**src/inc/warmup_pkg.sv**
```systemverilog
// constants for the warm-up supply on/off controller
// assumes readings and setpoint are unsigned millikelvin values
package warmup_pkg;

  // register byte offsets
  localparam logic [7:0] CTRL_OFS     = 8'h00;
  localparam logic [7:0] PCT_OFS      = 8'h04;
  localparam logic [7:0] SETPOINT_OFS = 8'h08;
  localparam logic [7:0] STATUS_OFS   = 8'h0c;

  // control register field positions
  localparam int MODE_BIT   = 0;  // output_mode_command: warm-up selected
  localparam int POLICY_BIT = 1;  // 1 continuous, 0 auto-off
  localparam int SEL_LO     = 2;  // control input select, two bits
  localparam int RANGE_BIT  = 4;  // heater range on

  // status register field positions
  localparam int STAT_ON_BIT    = 0;
  localparam int STAT_RANGE_BIT = 1;
  localparam int STAT_RD_LO     = 8;

  // reset values
  localparam logic        MODE_RST     = 1'b0;
  localparam logic        POLICY_RST   = 1'b1;
  localparam logic [1:0]  SEL_RST      = 2'h0;
  localparam logic        RANGE_RST    = 1'b0;
  localparam logic [6:0]  PCT_RST      = 7'h64;  // 100 percent
  localparam logic [23:0] SETPOINT_RST = 24'h000000;

  // scaling and hysteresis
  localparam logic [6:0]  PCT_MAX   = 7'h64;     // 100 percent
  localparam logic [15:0] FS_CODE   = 16'hffff;  // +10 V full scale
  localparam logic [24:0] HYST_MK   = 25'h0003e8; // 1 K in millikelvin

  // controller states
  typedef enum logic [2:0] {
    OFF_ST  = 3'b001,
    HEAT_ST = 3'b010,
    REST_ST = 3'b100
  } warm_state_t;

endpackage

```
**src/pct_scale.sv**
```systemverilog
// scales the full-scale output code by a warm-up percentage
// assumes the percentage never exceeds 100, the writer clamps it
`timescale 1ns/1ps
module pct_scale (
  // percentage in, 0 to 100
  input  wire logic [6:0]  pct,
  // scaled output code
  output wire logic [15:0] code
);

  logic [22:0] product;
  logic [22:0] quotient;

  // full scale times percent, divided by one hundred
  assign product  = 23'(pct) * 23'(warmup_pkg::FS_CODE);
  assign quotient = product / 23'(warmup_pkg::PCT_MAX);
  assign code     = quotient[15:0];

endmodule

```
**src/warmup_ctrl.sv**
```systemverilog
// warm-up supply on/off controller for one unpowered analog output
// assumes readings and strobes come from measurement logic on sys_clk
//
// What this block does
// - In warm-up mode the output is the external supply's control voltage.
// - Feedback comes from the sensor picked by the control input select.
// - While on, the output is full scale times the percentage, default 100.
// - The voltage is applied only once heater range is On, never while Off.
// - Auto-off: at setpoint the output goes to 0 V and heater range clears.
// - Auto-off: setting heater range On again restarts the heating cycle.
// - Continuous: off at setpoint, on again once 1 K below setpoint.
// - Continuous never clears heater range itself and is the reset policy.
//
// Added by the designer: the strobed register port and the register addresses.
`timescale 1ns/1ps
module warmup_ctrl (
  // clock and reset
  input  wire logic        sys_clk,
  input  wire logic        rst_b,
  // register port
  input  wire logic [7:0]  reg_addr,
  input  wire logic [31:0] reg_wdata,
  input  wire logic        reg_wr,
  input  wire logic        reg_rd,
  output logic      [31:0] reg_rdata,
  // sensor readings in millikelvin with sample strobes
  input  wire logic [23:0] reading_a,
  input  wire logic [23:0] reading_b,
  input  wire logic [23:0] reading_c,
  input  wire logic [23:0] reading_d,
  input  wire logic        sample_a,
  input  wire logic        sample_b,
  input  wire logic        sample_c,
  input  wire logic        sample_d,
  // drive to the external supply
  output logic      [15:0] supply_code,
  output logic             supply_on
);

  ////////////////////////////////////////////////////////////////////////////
  // registers

  logic        mode_reg;
  logic        policy_reg;
  logic [1:0]  sel_reg;
  logic        range_reg;
  logic        range_next;
  logic [6:0]  pct_reg;
  logic [23:0] setpoint_reg;
  logic [23:0] last_reading_reg;
  warmup_pkg::warm_state_t state_reg;
  warmup_pkg::warm_state_t state_next;

  // address decode
  wire ctrl_wr  = reg_wr && (reg_addr == warmup_pkg::CTRL_OFS);
  wire pct_wr   = reg_wr && (reg_addr == warmup_pkg::PCT_OFS);
  wire sp_wr    = reg_wr && (reg_addr == warmup_pkg::SETPOINT_OFS);
  // the whole word is compared so that 200 clamps instead of wrapping
  wire [6:0] pct_in = (reg_wdata > 32'(warmup_pkg::PCT_MAX)) ?
                      warmup_pkg::PCT_MAX : reg_wdata[6:0];

  // feedback selection
  logic [23:0] sel_reading;
  logic        sel_sample;
  assign sel_reading = (sel_reg == 2'h0) ? reading_a :
                       (sel_reg == 2'h1) ? reading_b :
                       (sel_reg == 2'h2) ? reading_c : reading_d;
  assign sel_sample  = (sel_reg == 2'h0) ? sample_a :
                       (sel_reg == 2'h1) ? sample_b :
                       (sel_reg == 2'h2) ? sample_c : sample_d;

  // setpoint comparisons, widened so the hysteresis cannot wrap
  wire reached   = sel_reading >= setpoint_reg;
  wire cooled    = ({1'b0, sel_reading} + warmup_pkg::HYST_MK) <=
                   {1'b0, setpoint_reg};
  wire enabled   = mode_reg && range_reg;
  wire auto_stop = (state_reg == warmup_pkg::HEAT_ST) && enabled &&
                   sel_sample && reached && !policy_reg;

  // heater range: a software write wins over the hardware clear
  assign range_next = ctrl_wr   ? reg_wdata[warmup_pkg::RANGE_BIT] :
                      auto_stop ? 1'b0 : range_reg;

  ////////////////////////////////////////////////////////////////////////////
  // control registers
  always_ff @(posedge sys_clk or negedge rst_b) begin
    if (!rst_b) begin
      mode_reg     <= warmup_pkg::MODE_RST;
      policy_reg   <= warmup_pkg::POLICY_RST;
      sel_reg      <= warmup_pkg::SEL_RST;
      range_reg    <= warmup_pkg::RANGE_RST;
      pct_reg      <= warmup_pkg::PCT_RST;
      setpoint_reg <= warmup_pkg::SETPOINT_RST;
    end else begin
      range_reg <= range_next;
      if (ctrl_wr) begin
        mode_reg   <= reg_wdata[warmup_pkg::MODE_BIT];
        policy_reg <= reg_wdata[warmup_pkg::POLICY_BIT];
        sel_reg    <= reg_wdata[warmup_pkg::SEL_LO +: 2];
      end
      if (pct_wr) begin
        pct_reg <= pct_in;
      end
      if (sp_wr) begin
        setpoint_reg <= reg_wdata[23:0];
      end
    end
  end

  // read mux, data valid only in the cycle after the strobe
  logic [31:0] rd_mux;
  assign rd_mux =
    (reg_addr == warmup_pkg::CTRL_OFS) ?
      {27'h0, range_reg, sel_reg, policy_reg, mode_reg} :
    (reg_addr == warmup_pkg::PCT_OFS) ? {25'h0, pct_reg} :
    (reg_addr == warmup_pkg::SETPOINT_OFS) ? {8'h0, setpoint_reg} :
    (reg_addr == warmup_pkg::STATUS_OFS) ?
      {last_reading_reg, 6'h0, range_reg, supply_on} : 32'h0;

  always_ff @(posedge sys_clk or negedge rst_b) begin
    if (!rst_b) begin
      reg_rdata <= 32'h0;
    end else begin
      reg_rdata <= reg_rd ? rd_mux : 32'h0;
    end
  end

  ////////////////////////////////////////////////////////////////////////////
  // on/off state machine, decisions taken on each selected sample
  always_comb begin
    state_next = state_reg;
    if (!enabled) begin
      state_next = warmup_pkg::OFF_ST;
    end else begin
      unique case (state_reg)
        warmup_pkg::OFF_ST: begin
          state_next = warmup_pkg::HEAT_ST;
        end
        warmup_pkg::HEAT_ST: begin
          if (sel_sample && reached) begin
            state_next = policy_reg ? warmup_pkg::REST_ST :
                                      warmup_pkg::OFF_ST;
          end
        end
        warmup_pkg::REST_ST: begin
          if (sel_sample && cooled) begin
            state_next = warmup_pkg::HEAT_ST;
          end
        end
        default: begin
          state_next = warmup_pkg::OFF_ST;
        end
      endcase
    end
  end

  // scaled drive level
  logic [15:0] scaled_code;
  pct_scale scale_u (
    .pct  (pct_reg),
    .code (scaled_code)
  );

  // state, drive and last feedback reading
  always_ff @(posedge sys_clk or negedge rst_b) begin
    if (!rst_b) begin
      state_reg        <= warmup_pkg::OFF_ST;
      supply_on        <= 1'b0;
      supply_code      <= 16'h0;
      last_reading_reg <= 24'h0;
    end else begin
      state_reg   <= state_next;
      supply_on   <= state_next == warmup_pkg::HEAT_ST;
      supply_code <= (state_next == warmup_pkg::HEAT_ST) ?
                     scaled_code : 16'h0;
      if (sel_sample) begin
        last_reading_reg <= sel_reading;
      end
    end
  end
endmodule
```
**config.mk**
```make
export PLATFORM = sky130hd
export DESIGN_NAME = warmup_ctrl
export DESIGN_NICKNAME = d
export VERILOG_FILES = /design/src/inc/warmup_pkg.sv /design/src/pct_scale.sv /design/src/warmup_ctrl.sv
export SDC_FILE = /design/constraint.sdc
export NUM_CORES = 1
export LEC_CHECK = 0
export BUFFER_PORTS_ARGS = -buffer_cell sky130_fd_sc_hd__buf_2
export CORE_MARGIN = 10
export CORE_UTILIZATION = 59
export DETAILED_ROUTE_END_ITERATION = 8
export PLACE_DENSITY = 0.86
export SYNTH_ARGS = -nofsm -noshare
export SYNTH_HDL_FRONTEND = slang
export SYNTH_HIERARCHICAL = 1
export SYNTH_SLANG_ARGS = --single-unit
```
**constraint.sdc**
```tcl
create_clock -name sys_clk -period 16.78 [get_ports sys_clk]
set_clock_uncertainty 0.05 [all_clocks]
set_input_delay 2.517 -clock sys_clk [delete_from_list [all_inputs] [get_ports sys_clk]]
set_output_delay 2.517 -clock sys_clk [all_outputs]
set_load 0.1 [all_outputs]
```
==> reports/metrics.cfg <==
[worst_setup_path]
cp.arrival_ns = 15.93
cp-start-kind = register
r2r_start = pct_reg[5]$_DFFE_PN1P_
crit_fanout = 16
reg2reg_depth = 50
slowest_stage = a2111oi_0
r2r_end = supply_code[0]$_DFF_PN0_
reg2reg_slack_ns = 1.09
cp-end-kind = register
cp-startpoint = pct_reg[5]$_DFFE_PN1P_
criticalPathCategory = reg2reg
cpPeakStageDelay_ns = 0.71
crit_path_end = supply_code[0]$_DFF_PN0_
cp_data_required_time_ns = 17.02

[logic_synthesis]
muxShareOfSynthArea = 0.114
syn_area_mm2 = 0.0122
ys_warn_count = 6
yosys.cell_count.top_type = dfrtp_1
synthXorXnorAreaFrac = 0.0353
synthArstFlopShare = 1.00
syn_inst = 1343
ys_seq_area_frac = 0.231
synth_edf_count = 0
synth_top_family_by_area = compound AO/OA/AOI/OAI gates
ys.flop_type = dfrtp_1
synthSimpleGateAreaFrac = 0.194
yosys.area_share.adder = 0.126
synthTopCellsByCount = dfrtp_1, nor2_1, nand2_1, ha_1, inv_1
synth_top_cell_by_area = dfrtp_1
ys_types = 125
ys_seq_elements = 112
synth_fp_nets = 1594
synth_area_leaders = dfrtp_1, ha_1, mux2_2, mux4_2, fa_1
postSynthAreaPerCell_um2 = 9.05
yosysTopAreaCellShare = 0.220
synth_compound_area_frac = 0.248

[die]
die-area_mm2 = 0.0267
row_count = 52
core_mm2 = 0.0202
die_x_um = 164
fp.dieH_um = 164
pin_count = 193
start_util = 0.601

[final_layout]
multi_input_area_mm2 = 0.00875
fin_util = 0.673
nFillCells = 1599
seqCellArea_mm2 = 0.00281
fin_nets = 1753
drive_gt1_frac = 0.262
syn_to_final_growth_pct = 12.0
largest_register_ffs = 32

[drt]
via_count = 11570
firstDrtPassIters = 6
wl_per_cell_um = 20.2
drtAntennaViolNets = 0
vias_per_cell = 6.51
remaining_drc_errors = 0
drt_wl_total_um = 35900
dr.first_iter.drc_count = 1161

[clock_tree]
cts_buffers = 9
numClockSinks = 112
cts_tree = built
clk_latency_ns = 0.37
cts_hold_buffers = 0
cts_max_level = 3
clk_pin_slew_worst_paths_ns = 0.09
cts_setup_buffers = 0
cts_root_buf = clkbuf_16
clock_path_buffers = 2

[timing]
max_slew_margin = 0.233
setup_tns_ns = 0
drv_slew = 0
timing.final.crit_share = 0.935
hold_violations = 0
setup_viol = 0
fmax_mhz = 63.8
min_period_ns = 15.69
worst_pin_slew_ns = 1.15
rsz0062_at_grt = no
layout_setup_ws_ns = 1.09

[job]
drv_cap = 0

[global_routing]
grt_overflow = 0
grt_max_degree = 61
grt_pass1_vias = 11383
antenna_found_initial = 1
grt_pass1_wl_um = 57800
grt_use_total = 0.260

[placement]
gp_congestion = 0.960
io_buffers = 192
dp_hpwl_um = 28500
post-place-ws_ns = 1.29

[status]
status = complete, no violations

[hold_path]
hold_class = reg2reg
whs_path_depth = 1

## worst max-delay path, delay by kind of cell (launching register included)
kind                       cells  cell delay [ns]
adders and majority gates      5             2.43
xor gates and xnor gates       1             0.18
AOI/OAI and AO/OA             25             7.41
and+or+nand+nor               12             3.31
muxes                          4             1.17
DFF                            1             0.63
buffers and inverters          3             0.40
## cell type report
type,count,share of cell area
Tap cell,270,0.0248
Timing Repair Buffer,203,0.0769
Inverter,89,0.0245
Sequential cell,112,0.206
Antenna cell,1,0.000184
Clock inverter,7,0.00772
Clock buffer,9,0.0165
Multi-Input combinational cell,1087,0.643
## what timing repair did
item	4_1_cts	5_1_grt
gates resized for setup	0	4
hold endpoints to repair	0	0
endpoints found under the setup margin	0	1
## cell families after synthesis
logic type | count (synthesis)
AO/OA/AOI/OAI | 391
XOR/XNOR | 49
adder cells (fa/ha/maj) | 111
buffers and inverters | 144
flip-flops | 112
multiplexers | 96
AND/OR/NAND/NOR | 440
## layout by cell type (no fill, tap or decap), drive strengths merged, types with 8 or more instances in the layout
| cell type | instances |
|---|---|
| a2111oi | 8 |
| a211oi | 29 |
| a21boi | 8 |
| a21o | 22 |
| a21oi | 76 |
| a22oi | 21 |
| a31oi | 13 |
| and2 | 29 |
| and3 | 18 |
| buf | 203 |
| clkbuf | 9 |
| dfrtp | 107 |
| fa | 20 |
| ha | 87 |
| inv | 93 |
| mux2 | 56 |
| mux2i | 13 |
| mux4 | 27 |
| nand2 | 97 |
| nand2b | 12 |
| nand3 | 34 |
| nand4 | 18 |
| nor2 | 103 |
| nor2b | 10 |
| nor3 | 54 |
| nor3b | 8 |
| nor4 | 17 |
| o211ai | 20 |
| o21a | 13 |
| o21ai | 57 |
| o22ai | 13 |
| o311ai | 10 |
| o31ai | 8 |
| o32ai | 9 |
| or2 | 15 |
| or3 | 9 |
| xnor2 | 30 |
| xor2 | 19 |
## layer usage
metal / vias up / GRT usage / wire (um)
met5: - / 0 / 0
met4: 0 / 0.0711 / 815
met3: 70 / 0.0516 / 2680
met2: 538 / 0.424 / 17100
met1: 5559 / 0.343 / 15300
li1: 5403 / - / -
## metrics by stage
step	std cells	instance area, um^2	hold slack [ns]
after global placement	1761	13300	0.412
after CTS	1777	13600	0.442
after detailed placement	1761	13300	0.426
final	1778	13600	0.438
after floorplan	1343	12200	0.399
after global routing	1778	13600	0.455
## worst min-delay path by stage
| stage | endpoint | from | slack [ns] |
|---|---|---|---|
| 5_1_grt | reg_rdata[27]$_DFF_PN0_ | last_reading_reg[19]$_DFFE_PN0P_ | 0.46 |
| 3_5_place_dp | reg_rdata[30]$_DFF_PN0_ | last_reading_reg[22]$_DFFE_PN0P_ | 0.43 |
| 6_report | reg_rdata[27]$_DFF_PN0_ | last_reading_reg[19]$_DFFE_PN0P_ | 0.44 |
| 2_1_floorplan | reg_rdata[24]$_DFF_PN0_ | last_reading_reg[16]$_DFFE_PN0P_ | 0.40 |
| 3_3_place_gp | reg_rdata[26]$_DFF_PN0_ | last_reading_reg[18]$_DFFE_PN0P_ | 0.41 |
| 4_1_cts | reg_rdata[27]$_DFF_PN0_ | last_reading_reg[19]$_DFFE_PN0P_ | 0.44 |
Power is left out: the tool's default activity adds up to more than one toggle a clock period on the data nets, which glitch-free logic cannot reach.
